**src/hw/pfm_params.svh**
```systemverilog
// pfm_params.svh: offsets, fields, reset values and strap thresholds of the pin mux
// assumes: included by bare name from pin mux design files
`ifndef PFM_PARAMS_SVH
`define PFM_PARAMS_SVH
// register byte offsets
`define PFM_CTRL_OFS 8'h00
`define PFM_GPOUT_OFS 8'h04
`define PFM_GPIN_OFS 8'h08
`define PFM_ADDR_OFS 8'h0C
`define PFM_CFG_OFS 8'h10
`define PFM_PIN_BASE 8'h40
// pin config fields
`define PFM_PC_FUNC 2:0
`define PFM_PC_DIR 3
`define PFM_PC_OD 4
`define PFM_PC_PU 5
`define PFM_PC_PD 6
`define PFM_PC_LOCK 7
// loaded configuration command fields
`define PFM_CF_BASE 6:0
`define PFM_CF_OFS 13:7
`define PFM_CF_STRAP_EN 14
`define PFM_CF_LVL8 15
`define PFM_CF_TWO 16
`define PFM_CF_CURRENT_MONITOR_PIN 17
`define PFM_CF_RATE 19:18
`define PFM_CFG_CMD_CODE 8'hC9
`define PFM_PIN_RST 8'h00
`define PFM_NO_PIN 5'h1F
// strap thresholds in 10 ohm units, midway between table resistances
`define PFM_T16 {16'd4750, 16'd3410, 16'd2583, 16'd1983, 16'd1520, 16'd1170, 16'd910, 16'd703, \
    16'd538, 16'd411, 16'd311, 16'd236, 16'd176, 16'd130, 16'd94}
`define PFM_T8 {16'd3250, 16'd1400, 16'd840, 16'd535, 16'd330, 16'd225, 16'd150}
`define PFM_TOP16 4'h F
`define PFM_TOP8 4'h7
`endif

```
**src/hw/pfm_pkg.sv**
```systemverilog
// pfm_pkg: types of the pin function mux
// assumes: nothing
`default_nettype none
package pfm_pkg;
    typedef enum logic [3:0] {
        PFM_FN_NONE = 4'h0, PFM_FN_NATIVE = 4'h1, PFM_FN_GPA = 4'h2, PFM_FN_GPB = 4'h3,
        PFM_FN_SYNC = 4'h4, PFM_FN_FANA_PWM = 4'h5, PFM_FN_FANA_TACH = 4'h6, PFM_FN_FANB_PWM = 4'h7,
        PFM_FN_FANB_TACH = 4'h8, PFM_FN_AUXD = 4'h9, PFM_FN_AUXC = 4'hA, PFM_FN_URX = 4'hB,
        PFM_FN_UTX = 4'hC
    } pfm_fn_t;
    typedef enum logic [1:0] {
        PFM_ST_LOAD = 2'b00, PFM_ST_MEAS_A = 2'b01, PFM_ST_MEAS_B = 2'b11, PFM_ST_RUN = 2'b10
    } pfm_state_t;
    typedef enum logic [1:0] {
        PFM_RATE_100K = 2'b00, PFM_RATE_400K = 2'b01, PFM_RATE_1M = 2'b10
    } pfm_rate_t;
endpackage
`default_nettype wire

```
**src/hw/pfm_strap_decode.sv**
```systemverilog
// pfm_strap_decode: maps one digitized strap resistance to an address offset
// assumes: resistance arrives in 10 ohm units; open pin reads as a large value
`include "pfm_params.svh"
`default_nettype none
module pfm_strap_decode (
    input wire logic [15:0] res_i,
    input wire logic lvl8_i,
    output logic [3:0] offset_o
);
    localparam logic [15*16-1:0] T16 = `PFM_T16;
    localparam logic [7*16-1:0] T8 = `PFM_T8;
    logic [3:0] cnt;
    // count thresholds passed; higher resistance gives lower offset
    always_comb
    begin
        cnt = 4'h0;
        for (int i = 0; i < 15; i++)
        begin
            if (!lvl8_i && res_i >= T16[i*16 +: 16])
                cnt = cnt + 4'h1;
            if (lvl8_i && i < 7 && res_i >= T8[(i < 7 ? i : 0)*16 +: 16])
                cnt = cnt + 4'h1;
        end
        offset_o = (lvl8_i ? `PFM_TOP8 : `PFM_TOP16) - cnt;
    end
endmodule
`default_nettype wire

```
**src/hw/pfm_pin_cell.sv**
```systemverilog
// pfm_pin_cell: output value and driver enable of one multi-purpose pin
// assumes: peripheral sources are synchronous to the core clock
`default_nettype none
module pfm_pin_cell (
    input wire logic [3:0] fn_i,
    input wire logic [2:0] idx_i,
    input wire logic dir_i,
    input wire logic od_i,
    input wire logic [7:0] gpa_i,
    input wire logic [7:0] gpb_i,
    input wire logic native_out_i,
    input wire logic native_oe_i,
    input wire logic sync_out_i,
    input wire logic sync_oe_i,
    input wire logic fan_a_i,
    input wire logic fan_b_i,
    input wire logic auxd_oe_i,
    input wire logic auxc_oe_i,
    input wire logic tx_i,
    output logic out_o,
    output logic oe_o
);
    logic gp_val;
    // drive follows the class of the selected function
    always_comb
    begin
        gp_val = (fn_i == pfm_pkg::PFM_FN_GPA) ? gpa_i[idx_i] : gpb_i[idx_i];
        out_o = 1'b0;
        oe_o = 1'b0;
        unique case (pfm_pkg::pfm_fn_t'(fn_i))
            pfm_pkg::PFM_FN_NATIVE:
            begin
                out_o = native_out_i;
                oe_o = native_oe_i;
            end
            pfm_pkg::PFM_FN_GPA, pfm_pkg::PFM_FN_GPB:
            begin
                out_o = od_i ? 1'b0 : gp_val;
                oe_o = dir_i & (od_i ? ~gp_val : 1'b1);
            end
            pfm_pkg::PFM_FN_SYNC:
            begin
                out_o = sync_out_i;
                oe_o = sync_oe_i;
            end
            pfm_pkg::PFM_FN_FANA_PWM:
            begin
                out_o = fan_a_i;
                oe_o = 1'b1;
            end
            pfm_pkg::PFM_FN_FANB_PWM:
            begin
                out_o = fan_b_i;
                oe_o = 1'b1;
            end
            pfm_pkg::PFM_FN_AUXD: oe_o = auxd_oe_i; // open drain, peripheral pulls low
            pfm_pkg::PFM_FN_AUXC: oe_o = auxc_oe_i;
            pfm_pkg::PFM_FN_UTX:
            begin
                out_o = tx_i;
                oe_o = 1'b1;
            end
            default: oe_o = 1'b0; // input-only or unused codes never drive
        endcase
    end
endmodule
`default_nettype wire

```
**src/hw/pfm_top.sv**
```systemverilog
// pfm_top: multi-purpose pin function mux and serial-bus address select
// assumes: Avalon-MM master on clk_i; strap measurement engine answers strap requests
////////////////////////////////////////////////////////////////////////
////////////////////////////////////////////////////////////////////////
`include "pfm_params.svh"
`default_nettype none
module pfm_top #(
    parameter int NPINS = 21
) (
    input wire logic clk_i,
    input wire logic rst_i,
    input wire logic [7:0] address_i,
    input wire logic read_i,
    input wire logic write_i,
    input wire logic [31:0] writedata_i,
    output logic [31:0] readdata_o,
    output logic waitrequest_o,
    input wire logic [NPINS-1:0] pin_in_i,
    output logic [NPINS-1:0] pin_out_o,
    output logic [NPINS-1:0] pin_oe_o,
    output logic [NPINS-1:0] pull_up_o,
    output logic [NPINS-1:0] pull_dn_o,
    input wire logic [NPINS-1:0] native_out_i,
    input wire logic [NPINS-1:0] native_oe_i,
    output logic [NPINS-1:0] native_in_o,
    output logic [7:0] gp_port_a_o,
    output logic [7:0] gp_port_b_o,
    input wire logic sync_out_i,
    input wire logic sync_oe_i,
    output logic sync_in_o,
    input wire logic fan_a_drive_i,
    input wire logic fan_b_drive_i,
    output logic fan_a_speed_in_o,
    output logic fan_b_speed_in_o,
    input wire logic aux_twowire_data_oe_i,
    input wire logic aux_twowire_clk_oe_i,
    output logic aux_twowire_data_o,
    output logic aux_twowire_clk_o,
    input wire logic serial_tx_out_i,
    output logic serial_rx_in_o,
    input wire logic [31:0] bus_firmware_config_cmd_i,
    output logic strap_req_o,
    output logic [1:0] strap_src_o,
    input wire logic strap_done_i,
    input wire logic [15:0] strap_res_i,
    output logic [6:0] dev_addr_o,
    output logic [1:0] bus_rate_o,
    output logic init_done_o
);
    ////////////////////////////////////////////////////////////////////////
    // function table: returns {function, gpio index} for a pin and code
    function automatic logic [6:0] fmap(input logic [4:0] p, input logic [2:0] c);
        logic [2:0] gi;
        logic [3:0] f;
        gi = 3'h0;
        f = pfm_pkg::PFM_FN_NONE;
        unique case (p)
            5'd0, 5'd1, 5'd8: gi = 3'h2;
            5'd2, 5'd9: gi = 3'h3;
            5'd3, 5'd14, 5'd15: gi = 3'h6;
            5'd4, 5'd6, 5'd18: gi = 3'h7;
            5'd5, 5'd12, 5'd13: gi = 3'h5;
            5'd7, 5'd17, 5'd20: gi = 3'h1;
            5'd10, 5'd11: gi = 3'h4;
            default: gi = 3'h0;
        endcase
        unique case (c)
            3'd0: f = (p == 5'd18) ? pfm_pkg::PFM_FN_NONE : pfm_pkg::PFM_FN_NATIVE;
            3'd1: f = pfm_pkg::PFM_FN_GPA;
            3'd2: f = pfm_pkg::PFM_FN_GPB;
            3'd3: f = pfm_pkg::PFM_FN_SYNC;
            3'd4:
            begin
                unique case (p)
                    5'd0, 5'd13: f = pfm_pkg::PFM_FN_FANB_PWM;
                    5'd1, 5'd14: f = pfm_pkg::PFM_FN_FANB_TACH;
                    5'd2, 5'd4: f = pfm_pkg::PFM_FN_FANA_TACH;
                    5'd3, 5'd18: f = pfm_pkg::PFM_FN_FANA_PWM;
                    5'd9, 5'd16: f = pfm_pkg::PFM_FN_URX;
                    5'd10, 5'd17: f = pfm_pkg::PFM_FN_UTX;
                    5'd15: f = pfm_pkg::PFM_FN_GPA;
                    default: f = pfm_pkg::PFM_FN_NONE;
                endcase
                if (p == 5'd15)
                    gi = 3'h7;
            end
            3'd5:
            begin
                unique case (p)
                    5'd0, 5'd16: f = pfm_pkg::PFM_FN_AUXD;
                    5'd1, 5'd17: f = pfm_pkg::PFM_FN_AUXC;
                    5'd15: f = pfm_pkg::PFM_FN_GPB;
                    default: f = pfm_pkg::PFM_FN_NONE;
                endcase
                if (p == 5'd15)
                    gi = 3'h7;
            end
            3'd6:
            begin
                if (p == 5'd0)
                    f = pfm_pkg::PFM_FN_URX;
                else if (p == 5'd1)
                    f = pfm_pkg::PFM_FN_UTX;
            end
            default: f = pfm_pkg::PFM_FN_NONE;
        endcase
        return {f, gi};
    endfunction

    // pin index of a pin config address, or none
    function automatic logic [4:0] pin_hit(input logic [7:0] a);
        logic [7:0] rel;
        rel = a - `PFM_PIN_BASE;
        if (a >= `PFM_PIN_BASE && a[1:0] == 2'b00 && rel[7:2] < 6'(NPINS))
            return rel[6:2];
        return `PFM_NO_PIN;
    endfunction

    ////////////////////////////////////////////////////////////////////////
    logic wait_q;
    logic [31:0] rdata_q;
    logic loop_q;
    logic [15:0] gpout_q;
    logic [15:0] gpin_q;
    logic [7:0] pcfg_q [NPINS];
    logic [31:0] cfg_q;
    logic [3:0] off_a_q;
    logic [3:0] off_b_q;
    logic [6:0] addr_q;
    pfm_pkg::pfm_state_t st_q;
    logic req_q;
    logic [1:0] src_q;
    logic [3:0] dec_off;
    logic take;
    logic wr_en;
    logic [4:0] wpin;
    logic [4:0] rpin;
    logic [3:0] fn [NPINS];
    logic [2:0] gidx [NPINS];
    logic [NPINS-1:0] cell_out;
    logic [NPINS-1:0] cell_oe;
    logic tx_pin;
    logic [15:0] gp_in_d;
    logic sync_d;
    logic tach_a_d;
    logic tach_b_d;
    logic auxd_d;
    logic auxc_d;
    logic rx_d;

    assign take = (read_i | write_i) & ~wait_q;
    assign wr_en = write_i & ~wait_q;
    assign wpin = pin_hit(address_i);
    assign rpin = wpin;
    assign tx_pin = loop_q ? 1'b1 : serial_tx_out_i; // idle line while looped back

    // bus answer: waitrequest drops one cycle after a request, for one cycle
    always_ff @(posedge clk_i)
    begin
        if (rst_i)
            wait_q <= 1'b1;
        else
            wait_q <= ~((read_i | write_i) & wait_q);
    end

    // read data, captured while the request waits
    always_ff @(posedge clk_i)
    begin
        if (rst_i)
            rdata_q <= 32'h0000_0000;
        else if (read_i & wait_q)
        begin
            rdata_q <= 32'h0000_0000;
            if (address_i == `PFM_CTRL_OFS)
                rdata_q <= {31'h0000_0000, loop_q};
            else if (address_i == `PFM_GPOUT_OFS)
                rdata_q <= {16'h0000, gpout_q};
            else if (address_i == `PFM_GPIN_OFS)
                rdata_q <= {16'h0000, gpin_q};
            else if (address_i == `PFM_ADDR_OFS)
                rdata_q <= {16'h0000, off_b_q, off_a_q, init_done_o, addr_q};
            else if (address_i == `PFM_CFG_OFS)
                rdata_q <= cfg_q;
            else if (rpin != `PFM_NO_PIN)
                rdata_q <= {24'h00_0000, pcfg_q[rpin]};
        end
    end

    // control and gpio output registers
    always_ff @(posedge clk_i)
    begin
        if (rst_i)
        begin
            loop_q <= 1'b0;
            gpout_q <= 16'h0000;
        end
        else if (wr_en && address_i == `PFM_CTRL_OFS)
            loop_q <= writedata_i[0];
        else if (wr_en && address_i == `PFM_GPOUT_OFS)
            gpout_q <= writedata_i[15:0];
    end

    // per-pin function select and io config; lock holds until reset
    generate
        for (genvar p = 0; p < NPINS; p++)
        begin : g_pcfg
            always_ff @(posedge clk_i)
            begin
                if (rst_i)
                    pcfg_q[p] <= `PFM_PIN_RST;
                else if (wr_en && wpin == 5'(p) && !pcfg_q[p][`PFM_PC_LOCK])
                    pcfg_q[p] <= writedata_i[7:0];
            end
            assign {fn[p], gidx[p]} = fmap(5'(p), pcfg_q[p][`PFM_PC_FUNC]);
            pfm_pin_cell u_cell (
                .fn_i(fn[p]),
                .idx_i(gidx[p]),
                .dir_i(pcfg_q[p][`PFM_PC_DIR]),
                .od_i(pcfg_q[p][`PFM_PC_OD]),
                .gpa_i(gpout_q[7:0]),
                .gpb_i(gpout_q[15:8]),
                .native_out_i(native_out_i[p]),
                .native_oe_i(native_oe_i[p]),
                .sync_out_i(sync_out_i),
                .sync_oe_i(sync_oe_i),
                .fan_a_i(fan_a_drive_i),
                .fan_b_i(fan_b_drive_i),
                .auxd_oe_i(aux_twowire_data_oe_i),
                .auxc_oe_i(aux_twowire_clk_oe_i),
                .tx_i(tx_pin),
                .out_o(cell_out[p]),
                .oe_o(cell_oe[p])
            );
        end
    endgenerate

    ////////////////////////////////////////////////////////////////////////
    // input routing: scan high to low so the lowest pin wins
    always_comb
    begin
        gp_in_d = 16'h0000;
        sync_d = 1'b0;
        tach_a_d = 1'b0;
        tach_b_d = 1'b0;
        auxd_d = 1'b1;
        auxc_d = 1'b1;
        rx_d = 1'b1;
        for (int p = NPINS - 1; p >= 0; p--)
        begin
            unique case (pfm_pkg::pfm_fn_t'(fn[p]))
                pfm_pkg::PFM_FN_GPA: gp_in_d[{1'b0, gidx[p]}] = pin_in_i[p];
                pfm_pkg::PFM_FN_GPB: gp_in_d[{1'b1, gidx[p]}] = pin_in_i[p];
                pfm_pkg::PFM_FN_SYNC: sync_d = pin_in_i[p];
                pfm_pkg::PFM_FN_FANA_TACH: tach_a_d = pin_in_i[p];
                pfm_pkg::PFM_FN_FANB_TACH: tach_b_d = pin_in_i[p];
                pfm_pkg::PFM_FN_AUXD: auxd_d = pin_in_i[p];
                pfm_pkg::PFM_FN_AUXC: auxc_d = pin_in_i[p];
                pfm_pkg::PFM_FN_URX: rx_d = pin_in_i[p];
                default: ;
            endcase
        end
    end

    // registered pin and peripheral outputs
    always_ff @(posedge clk_i)
    begin
        if (rst_i)
        begin
            pin_out_o <= '0;
            pin_oe_o <= '0;
            pull_up_o <= '0;
            pull_dn_o <= '0;
            native_in_o <= '0;
            gpin_q <= 16'h0000;
            sync_in_o <= 1'b0;
            fan_a_speed_in_o <= 1'b0;
            fan_b_speed_in_o <= 1'b0;
            aux_twowire_data_o <= 1'b1;
            aux_twowire_clk_o <= 1'b1;
            serial_rx_in_o <= 1'b1;
        end
        else
        begin
            pin_out_o <= cell_out;
            pin_oe_o <= cell_oe;
            for (int p = 0; p < NPINS; p++)
            begin
                pull_up_o[p] <= pcfg_q[p][`PFM_PC_PU] & ~cell_oe[p];
                pull_dn_o[p] <= pcfg_q[p][`PFM_PC_PD] & ~cell_oe[p] & ~pcfg_q[p][`PFM_PC_PU];
            end
            native_in_o <= pin_in_i;
            gpin_q <= gp_in_d;
            sync_in_o <= sync_d;
            fan_a_speed_in_o <= tach_a_d;
            fan_b_speed_in_o <= tach_b_d;
            aux_twowire_data_o <= auxd_d;
            aux_twowire_clk_o <= auxc_d;
            serial_rx_in_o <= loop_q ? serial_tx_out_i : rx_d;
        end
    end
    assign gp_port_a_o = gpin_q[7:0];
    assign gp_port_b_o = gpin_q[15:8];

    ////////////////////////////////////////////////////////////////////////
    pfm_strap_decode u_dec (
        .res_i(strap_res_i),
        .lvl8_i(cfg_q[`PFM_CF_LVL8]),
        .offset_o(dec_off)
    );

    // initialization: load configuration, measure straps once, then run
    always_ff @(posedge clk_i)
    begin
        if (rst_i)
        begin
            st_q <= pfm_pkg::PFM_ST_LOAD;
            cfg_q <= 32'h0000_0000;
            off_a_q <= 4'h0;
            off_b_q <= 4'h0;
            req_q <= 1'b0;
            src_q <= 2'b00;
        end
        else
        begin
            unique case (st_q)
                pfm_pkg::PFM_ST_LOAD:
                begin
                    cfg_q <= bus_firmware_config_cmd_i;
                    if (bus_firmware_config_cmd_i[`PFM_CF_STRAP_EN])
                    begin
                        st_q <= pfm_pkg::PFM_ST_MEAS_A;
                        req_q <= 1'b1;
                        src_q <= 2'b00;
                    end
                    else
                        st_q <= pfm_pkg::PFM_ST_RUN;
                end
                pfm_pkg::PFM_ST_MEAS_A:
                begin
                    if (strap_done_i)
                    begin
                        off_a_q <= dec_off;
                        if (cfg_q[`PFM_CF_TWO] | cfg_q[`PFM_CF_CURRENT_MONITOR_PIN])
                        begin
                            st_q <= pfm_pkg::PFM_ST_MEAS_B;
                            src_q <= cfg_q[`PFM_CF_TWO] ? 2'b01 : 2'b10;
                        end
                        else
                        begin
                            st_q <= pfm_pkg::PFM_ST_RUN;
                            req_q <= 1'b0;
                        end
                    end
                end
                pfm_pkg::PFM_ST_MEAS_B:
                begin
                    if (strap_done_i)
                    begin
                        off_b_q <= dec_off;
                        st_q <= pfm_pkg::PFM_ST_RUN;
                        req_q <= 1'b0;
                    end
                end
                pfm_pkg::PFM_ST_RUN: st_q <= pfm_pkg::PFM_ST_RUN;
            endcase
        end
    end
    assign strap_req_o = req_q;
    assign strap_src_o = src_q;

    // final address: base plus configured or strap offset, frozen after init
    always_ff @(posedge clk_i)
    begin
        if (rst_i)
            addr_q <= 7'h00;
        else if (st_q == pfm_pkg::PFM_ST_RUN)
            addr_q <= cfg_q[`PFM_CF_BASE] + (cfg_q[`PFM_CF_STRAP_EN] ?
                {off_b_q[2:0], off_a_q} : cfg_q[`PFM_CF_OFS]);
    end
    assign dev_addr_o = addr_q;

    // init done from a flop, rises together with the first address load
    always_ff @(posedge clk_i)
    begin
        if (rst_i)
            init_done_o <= 1'b0;
        else
            init_done_o <= (st_q == pfm_pkg::PFM_ST_RUN);
    end
    assign bus_rate_o = cfg_q[`PFM_CF_RATE];
    assign readdata_o = rdata_q;
    assign waitrequest_o = wait_q;
endmodule
`default_nettype wire

```
**config.mk**
```make
export PLATFORM = sky130hd
export DESIGN_NAME = pfm_top
export DESIGN_NICKNAME = d
export VERILOG_FILES = /design/src/hw/pfm_pkg.sv /design/src/hw/pfm_strap_decode.sv /design/src/hw/pfm_pin_cell.sv /design/src/hw/pfm_top.sv
export VERILOG_INCLUDE_DIRS = /design/src /design/src/hw
export SDC_FILE = /design/constraint.sdc
export NUM_CORES = 1
export LEC_CHECK = 0
export BUFFER_PORTS_ARGS = -buffer_cell sky130_fd_sc_hd__buf_2
export CAP_MARGIN = 5
export CORE_ASPECT_RATIO = 0.6
export CORE_MARGIN = 1.5
export CORE_UTILIZATION = 45
export DETAILED_ROUTE_END_ITERATION = 10
export GPL_TIMING_DRIVEN = 1
export SLEW_MARGIN = 0
export SYNTH_ARGS = -nofsm -noshare
export SYNTH_HDL_FRONTEND = slang
export SYNTH_HIERARCHICAL = 1
export SYNTH_SLANG_ARGS = --single-unit
```
**constraint.sdc**
```tcl
create_clock -name clk_i -period 26.2 [get_ports clk_i]
set_input_delay 5.24 -clock clk_i [delete_from_list [all_inputs] [get_ports clk_i]]
set_output_delay 5.24 -clock clk_i [all_outputs]
set_load 0.01 [all_outputs]
```
* After elaboration in Yosys (flattened, before gate mapping)
Memory sizes are Yosys's and may differ from the RTL's. Index checks and enable logic that the tools add are counted.
Word-level totals: memory bits (writable) 168, logic and storage cells 1364, output and inout bits 173, flip-flop bits (word level) 230, memories 1, memory bits (read-only) 0, latch bits 0
Memory list:
- pcfg_q | words 21, bits a word 8, rd ports 22, clocked after memory_dff 0, wr ports 21, line pfm_top.sv:125 | logic [7:0] pcfg_q [NPINS];
Cells by class: shift-type cells 0, bitwise operators 175, reduce and logical (&&, ||, !) cells 174, magnitude comparators 29, equality and inequality tests 393, $add $sub $neg 24, multiplexer cells 544, multiply operators 0, div/mod/pow operators 0
Operators with widths (number):
- two-way mux 32 bit | 36
- case mux 4 bit (6 select lines) | 18
- equality test 4 bit, second input constant | 105
- equality test 4 x 3 -> 1 bit, second input constant | 84
- two-way mux 4 bit | 76
- two-way mux 1 bit | 279
- case mux 1 bit (6 select lines) | 42
- two-way mux 8 bit | 22
- equality test 4 x 2 -> 1 bit, second input constant | 42
- equality test 3 bit, second input constant | 44
- case mux 16 bit (2 select lines) | 4
- equality test 3 x 2 -> 1 bit, second input constant | 42
- bitwise AND 1 bit | 87
- adder 4 x 1 -> 4 bit, second input constant | 21
- equality test 4 x 1 -> 1 bit, second input constant | 21
- case mux 14 bit (2 select lines) | 3
- greater-or-equal comparator 16 x 10 -> 1 bit, second input constant | 5
- greater-or-equal comparator 16 x 8 -> 1 bit, second input constant | 5
- two-way mux 16 bit | 5
- logical AND 1 bit | 70
- case mux 11 bit (2 select lines) | 3
- inverter 1 bit | 65
- greater-or-equal comparator 16 x 11 -> 1 bit, second input constant | 4
- equality test 3 x 1 -> 1 bit, second input constant | 21
- 59 further kinds | 235

* Longest topological paths before layout
Gate-level depths: netlist of run 1.
depth in word-level cells 51, depth in mapped cells 49, gate-level depth less buffers 47

* Cells and area by module
Netlist of run 1, hierarchy kept.
Modules (own cells, without submodules):
- pfm_top | times used 1, area an instance 17948.5 µm², cells an instance 1781
- pfm_pin_cell | times used 21, area an instance 316.6 µm², cells an instance 32
- pfm_strap_decode | times used 1, area an instance 2202.1 µm², cells an instance 325

* Worst setup path before layout of run 1
No wires, ideal clock.
path kind in2reg, from in strap_res_i[1], to reg off_b_q[3], setup time 0.128 ns, stages on the path 46, data required time 26.072 ns, buffers on the path 1, path slack 13.116 ns, arrival 12.956 ns, cell sequence buf_2 or3_1 o311ai_2 nor2_1 or3_1 ha_1 nor2_1 a22oi_1 nand3_1 and2_1 ha_1 o22a_1 nand2_1 o21ai_0 ha_1 o221ai_1 a41oi_1 xnor2_1 (+10 left out) o21ai_0 mux2i_1 ha_1 nor2b_1 a31oi_1 nand2b_1 nand2_1 nand2_1 a21oi_1 ha_1 nand2_1 xor2_1 xor2_1 xnor2_1 o31ai_4 xnor3_1 mux2i_1 nor2_1
Between the ends: cells in the longest elaborated chain, start to end 51, elaborated cells on any way between the ends 93, classes of those cells add/sub: 22; order compare: 22; mux: 27; reduce/logical: 22
RTL lines:
- from (decl) | line pfm_top.sv:45 | input wire logic [15:0] strap_res_i,
- greater-or-equal comparator 16 x 7 -> 1 bit | line pfm_strap_decode.sv:19 | if (!lvl8_i && res_i >= T16[i*16 +: 16])
- logical AND 1 bit | line pfm_strap_decode.sv:19
- two-way mux 1 bit | line pfm_strap_decode.sv:19
- adder 4 x 1 -> 4 bit | line pfm_strap_decode.sv:22 | cnt = cnt + 4'h1;
- two-way mux 4 bit | line pfm_strap_decode.sv:21 | if (lvl8_i && i < 7 && res_i >= T8[(i < 7 ? i : 0)*16 +: 16])
- adder 4 x 1 -> 4 bit | line pfm_strap_decode.sv:20 | cnt = cnt + 4'h1;
- two-way mux 4 bit | line pfm_strap_decode.sv:19
- adder 4 x 1 -> 4 bit | line pfm_strap_decode.sv:22
- (+36 left out)
- two-way mux 4 bit * | line pfm_strap_decode.sv:19
- subtractor 4 bit * | line pfm_strap_decode.sv:24 | offset_o = (lvl8_i ? `PFM_TOP8 : `PFM_TOP16) - cnt;
- via dec_off[3] | line pfm_top.sv:133 | logic [3:0] dec_off;
- two-way mux 4 bit * | line pfm_top.sv:357 | if (strap_done_i)
- two-way mux 4 bit * | line pfm_top.sv:325 | unique case (st_q)
- two-way mux 4 bit * | line pfm_top.sv:314 | if (rst_i)
- two-way mux 4 bit * | line pfm_top.sv:325
- two-way mux 4 bit * | line pfm_top.sv:314
- to (signal assigned) | line pfm_top.sv:359 | off_b_q <= dec_off;
- to (decl) | line pfm_top.sv:128 | logic [3:0] off_b_q;
Mark *: on every way through the listed nets, which the timed path passes. The rest lies on a longest branch. The select of a mux whose other input is x is not followed. A chain may end at the register's enable or synchronous reset.

* Worst setup path in the final report of run 1
from in strap_res_i[3], to reg off_b_q[3]
Same word-level chain as after synthesis.

==> out/metrics.yaml, run 1 <==
cts:
  cts_buffers: 41
  clk_pin_slew_ns: 0.06
  post_cts.repair.setup_buffers: 0
  cts_tree: "built"
  clock_path_buffers: 3
  worstSkewPairLatency_ns: 0.59
  cts_sinks: 398
  cts_resized: 0
  cts_root_buf: "clkbuf_16"
  hold_buffers: 0
  htree_levels: 2
synthesis:
  yosysMostFrequentCell: "dfxtp_1"
  synth_top_area_share_pct: 18.8
  synth-edff-count: 168
  ys_seq_area_share_pct: 36.0
  synth_xor_area_share_pct: 1.38
  yosys_warnings: 6
  async_flop_share_pct: 0
  synth_top_family_by_area: "simple AND/OR/NAND/NOR gates"
  postSynthCellCount: 2778
  synthAdderAreaFrac_pct: 1.38
  syn_avg_cell_area_sq_um: 9.65
  ys.flop_type: "dfxtp_1"
  synth_top_area_cell: "edfxtp_1"
  synth_cell_type_count: 103
  synthSimpleGateAreaFrac_pct: 28.1
  synth_compound_area_share_pct: 16.5
  synth_top_cells_by_count: "dfxtp_1 (230), nand2_1 (201), nor2_1 (201)"
  ys_ff_latch: 398
  synthTopCellsByArea: "edfxtp_1 (19%), dfxtp_1 (17%), mux4_1 (8.2%)"
  muxShareOfSynthArea_pct: 12.9
  synthesis.area_sq_um: 26800
outcome:
  status: "completed"
worst_setup_path:
  startpoint_type: "primary input"
  path_max_fanout: 12
  critical_path.slowest_cell: "a41oi_1"
  arrival_ns: 14.47
  worstSetupPathType: "in2reg"
  cp.required_ns: 26.65
  crit_top_cell: "ha_1"
  slowest_delay_ns: 0.50
  cp-end-kind: "flip-flop"
global_routing:
  overflow: 0
  grt_max_degree: 101
  grt_pass1_wl_mm: 156
  grt_pass1_vias: 23100
  antenna_found_initial: 9
  grtUsageTotal_pct: 34.6
sta:
  hold_violations: 0
  fin_tns_setup_ns: 0
  fmax_mhz: 71.4
  holdWs_ns: 0.447
  final.period_utilization_pct: 53.5
  rsz0062_at_grt: "no"
  fin_worst_skew_ns: 0.0331
  worst_pin_slew_ns: 1.31
  timing.final.setup_violations: 0
  worst_slack_ns: 12.19
  final-max-slew-violation-count: 0
  fin_crit_ns: 14.01
  slew_headroom_pct: 12.4
floorplanning:
  io_pins: 336
  die_h_um: 192
  initial_utilization_pct: 45.4
  die_area_sq_um: 61100
  rows: 69
  core_area_sq_um: 59100
  fp.dieW_um: 318
power:
  power.total_mw: 1.64
  peakVddDrop_v: 0.0000470
  powerDensity_nw_per_um2: 52.2
  p_leak_nw: 13.4
place:
  place_congestion: 0.965
  place_ws_ns: 11.70
  dp_cells: 4046
  io_buffers: 319
  dpl.hpwl_mm: 80.7
layout:
  num-fill-cells: 5486
  nets: 3500
  multi_input_area_sq_um: 17300
  area_delta_synth_final_pct: 17.5
  drive_gt1_share_pct: 16.2
  fin_cells: 4128
  final-seq-area_sq_um: 9650
drt:
  drt_iter0_drc: 3317
  drc: 0
  viasPerCell: 6.17
  firstDrtPassIters: 7
  vias: 25500
  wl_mm: 109
  routedWlPerCell_um: 26.4
  drtAntennaViolNets: 0
flow_run:
  drv_cap: 0
worst_hold_path:
  hold_class: "reg2reg"
## worst paths after layout
kind | startpoint | end | slack [ns] | depth (start not counted)
setup / recovery | strap_res_i[3] | off_b_q[3] | 12.19 | 46
setup reg to reg | cfg_q[15] | off_b_q[3] | 17.02 | 46
hold / removal | readdata_o[9] | readdata_o[9] | 0.45 | 1
hold reg to reg | readdata_o[9] | readdata_o[9] | 0.45 | 1
## flip-flops by register name, indices dropped and copies added, names as in the netlist, 21 cells and up
register / count
pcfg_q: 168
cfg_q: 32
readdata_o: 32
native_in_o: 21
pin_oe_o: 21
pin_out_o: 21
pull_dn_o: 21
pull_up_o: 21
## report_power, final
| group | total (mW) | internal (mW) | switching, mW | leakage, nW |
|---|---|---|---|---|
| sequential | 0.695 | 0.670 | 0.0249 | 3.62 |
| clock | 0.605 | 0.340 | 0.265 | 0.657 |
| combinational | 0.343 | 0.128 | 0.215 | 9.10 |
## per-layer routing
| layer | track usage (%) | part of all wire [%] |
|---|---|---|
| met2 | 51.6 | 42 |
| met3 | 7.58 | 10 |
| met4 | 10.2 | 2.8 |
| met1 | 49.8 | 45 |
| met5 | 0 | 0.021 |
## cells by family after synthesis
| group | count (synthesis) |
|---|---|
| other | 2 |
| flip-flops | 398 |
| multiplexers | 206 |
| XOR/XNOR | 36 |
| AO/OA/AOI/OAI | 646 |
| AND/OR/NAND/NOR | 1218 |
| adder cells (fa/ha/maj) | 29 |
| buffers and inverters | 243 |
## metrics by stage
| step | cell area (sq um) | utilization, % |
|---|---|---|
| final | 31500 | 53.3 |
| after floorplan | 27900 | - |
| after CTS | 31500 | 53.3 |
| after global routing | 31500 | 53.3 |
| after detailed placement | 30100 | 51.0 |
| after global placement | 30100 | 51.0 |
## cells in the final DEF, fill, tap and decap left out, drive strengths merged, types with 88 or more instances in the layout
cell and n:
a21oi 185, and2 138, conb 283, dfxtp 230
nor2b 116, edfxtp 168, buf 363, nor2 202
inv 88, mux2i 90, nand2 203
## critical path: cells and delay by family
kind / cells / cell delay (ns)
buffers and inverters: 2 / 0.28
adder cells (fa/ha/maj): 7 / 1.79
AO/OA/AOI/OAI: 14 / 2.76
XOR/XNOR: 5 / 1.31
multiplexers: 2 / 0.34
AND/OR/NAND/NOR: 16 / 2.70
## final cells by class
cell class | instances | share of cell area (%)
multi-input cells | 2418 | 54.8
flip-flops and latches | 398 | 30.6
repair buffers | 364 | 6.17
clock buffers | 61 | 3.83
well taps | 781 | 3.10
inverters | 85 | 1.01
clock inverters | 14 | 0.417
diodes | 7 | 0.0556
(Power assumes the default switching activity.)
==> run 2: changes to the inputs <==
clock period = 12.9 ns   (was 26.2 ns; I/O delays follow)
==> run 2 against run 1 <==
Flip-flop and latch count unchanged. Setup slack lost 11 ns. Register-to-register slack lost 13 ns. Worst hold slack better by 0.0019 ns. Largest cell class unchanged. Critical endpoint is now off_a_q[3]. Clock-buffer cell count decreased by 7. Utilization up 0.051 points. Global-route usage rose by 0.12 points. Combinational power is 98% higher. Highest routed layer unchanged.
==> out/metrics.yaml, run 2 (same netlist as run 1, synthesis figures left out) <==
outcome:
  status: "completed"
layout:
  nets: 3501  # +0.029%
  num-fill-cells: 5433  # -0.97%
  final_cell_mix: "buf_2 (318), conb_1 (283), dfxtp_1 (230)"
  final_common_cell: "buf_2"
  final-seq-area_sq_um: 9650  # unchanged
  utilization_pct: 53.4  # about the same
  multi_input_area_sq_um: 17300  # about the same
  top_register: "pcfg_q"
  fin_cells: 4126  # -0.048%
  drive_gt1_share_pct: 16.4  # +0.20 points
  area_delta_synth_final_pct: 17.6  # about the same
  largest_register_ffs: 168  # unchanged
global_routing:
  grt_max_degree: 72  # -29%
  grtUsageTotal_pct: 34.7  # +0.12 points
  overflow: 0  # unchanged
  grt_pass1_vias: 23400  # +1.3%
  grt_pass1_wl_mm: 156  # +0.46%
  antenna_found_initial: 12  # +3
cts:
  post_cts.repair.setup_buffers: 0  # unchanged
  clk_pin_slew_ns: 0.07  # about the same
  clock_path_buffers: 3  # unchanged
  cts_resized: 0  # unchanged
  cts_root_buf: "clkbuf_16"
  htree_levels: 2  # unchanged
  cts_sinks: 398  # unchanged
  cts_tree: "built"
  hold_buffers: 0  # unchanged
  worstSkewPairLatency_ns: 0.59  # about the same
  cts_buffers: 41  # unchanged
drt:
  wl_mm: 109  # about the same
  drt_iter0_drc: 3126  # -5.8%
  drtAntennaViolNets: 0  # unchanged
  viasPerCell: 6.16  # -0.16%
  drc: 0  # unchanged
  vias: 25400  # -0.21%
  routedWlPerCell_um: 26.4  # about the same
  firstDrtPassIters: 8  # +1
sta:
  slew_headroom_pct: 18.3  # +5.9 points
  worst_pin_slew_ns: 1.22  # -0.0898 ns
  final.period_utilization_pct: 87.8
  fin_worst_skew_ns: 0.0225  # -0.0106 ns
  hold_violations: 0  # unchanged
  timing.final.setup_violations: 0  # unchanged
  final-max-slew-violation-count: 0  # unchanged
  fin_crit_ns: 11.32
  fmax_mhz: 88.3
  fin_tns_setup_ns: 0  # unchanged
  rsz0062_at_grt: "no"
flow_run:
  drv_cap: 0  # unchanged
place:
  dp_cells: 4047  # +0.025%
  dpl.hpwl_mm: 81.0  # +0.37%
  place_congestion: 1.02  # +5.3%
  io_buffers: 319  # unchanged
floorplanning:
  fp.dieW_um: 318  # unchanged
  io_pins: 336  # unchanged
  die_h_um: 192  # unchanged
  die_area_sq_um: 61100  # unchanged
  initial_utilization_pct: 45.4  # unchanged
  core_area_sq_um: 59100  # unchanged
  rows: 69  # unchanged
worst_setup_path:
  rrSetupSlack_ns: 3.77  # -13.25 ns
  slowest_delay_ns: 0.52  # +0.02 ns
  crit_top_cell: "ha_1"
  cp.required_ns: 13.37  # -13.28 ns
  r2r_end: "off_a_q[3]"
  critPathLaunch: "strap_res_i[3]"
  rr_worst_depth: 46  # unchanged
  r2r_start: "cfg_q[15]"
  cp-end-kind: "flip-flop"
  arrival_ns: 11.79  # -2.68 ns
  startpoint_type: "primary input"
  worstSetupPathType: "in2reg"
  critical_path.slowest_cell: "a41oi_1"
  path_max_fanout: 12  # unchanged
  endpoint: "off_a_q[3]"
power:
  peakVddDrop_v: 0.0000813  # +73%
  powerDensity_nw_per_um2: 106  # +100%
  p_leak_nw: 13.4  # +0.17%
worst_hold_path:
  hold_class: "reg2reg"
## run 2: worst min path at each step
stage                     depth (start not counted)             end           start  slack [ns]
after floorplan                                   1    pull_dn_o[9]    pcfg_q[9][5]        0.43
after global placement                            1  readdata_o[13]  readdata_o[13]        0.44
after detailed placement                          1  readdata_o[14]  readdata_o[14]        0.43
after CTS                                         1  readdata_o[14]  readdata_o[14]        0.45
after global routing                              2       cfg_q[31]       cfg_q[31]        0.47
final                                             1   readdata_o[9]   readdata_o[9]        0.45
## run 2: cell type report
| cell class | instances | share of cell area [%] |
|---|---|---|
| Sequential cell | 398 | 30.6 |
| Timing Repair Buffer | 365 | 6.19 |
| Tap cell | 781 | 3.10 |
| Inverter | 85 | 1.01 |
| Clock buffer | 54 | 3.71 |
| Antenna cell | 3 | 0.0238 |
| Multi-Input combinational cell | 2418 | 54.7 |
| Clock inverter | 22 | 0.639 |
## run 2: metal layers
metal | share of wire, % | global-route usage (%)
met1 | 43 | 49.4
met2 | 42 | 50.9
met3 | 12 | 8.70
met4 | 3.4 | 12.2
met5 | 0.025 | 0
## run 2: where the power goes
| part | internal [mW] | leakage [nW] | switching, mW |
|---|---|---|---|
| clock | 0.690 | 0.676 | 0.558 |
| combinational | 0.260 | 9.10 | 0.420 |
| sequential | 1.36 | 3.62 | 0.0527 |
## run 2: worst max-delay path, delay by kind of cell
kind            cells  cell delay (ns)
simple gates       16             2.68
compound gates     14             2.82
xor+xnor            5             1.25
fa+ha+maj           7             1.81
mux                 2             0.34
buf+inv             2             0.27
## run 2: stage by stage
| stage | power, mW | setup WS [ns] | hold slack, ns | cell area (sq um) |
|---|---|---|---|---|
| global placement | 2.09 | 1.38 | 0.435 | 30100 |
| detailed placement | 2.10 | 1.19 | 0.435 | 30100 |
| CTS | 3.34 | 1.78 | 0.453 | 31500 |
| global route | 3.46 | 0.905 | 0.473 | 31500 |
| floorplan | 1.88 | 2.48 | 0.429 | 27900 |
| finish | 3.34 | 1.58 | 0.448 | 31500 |
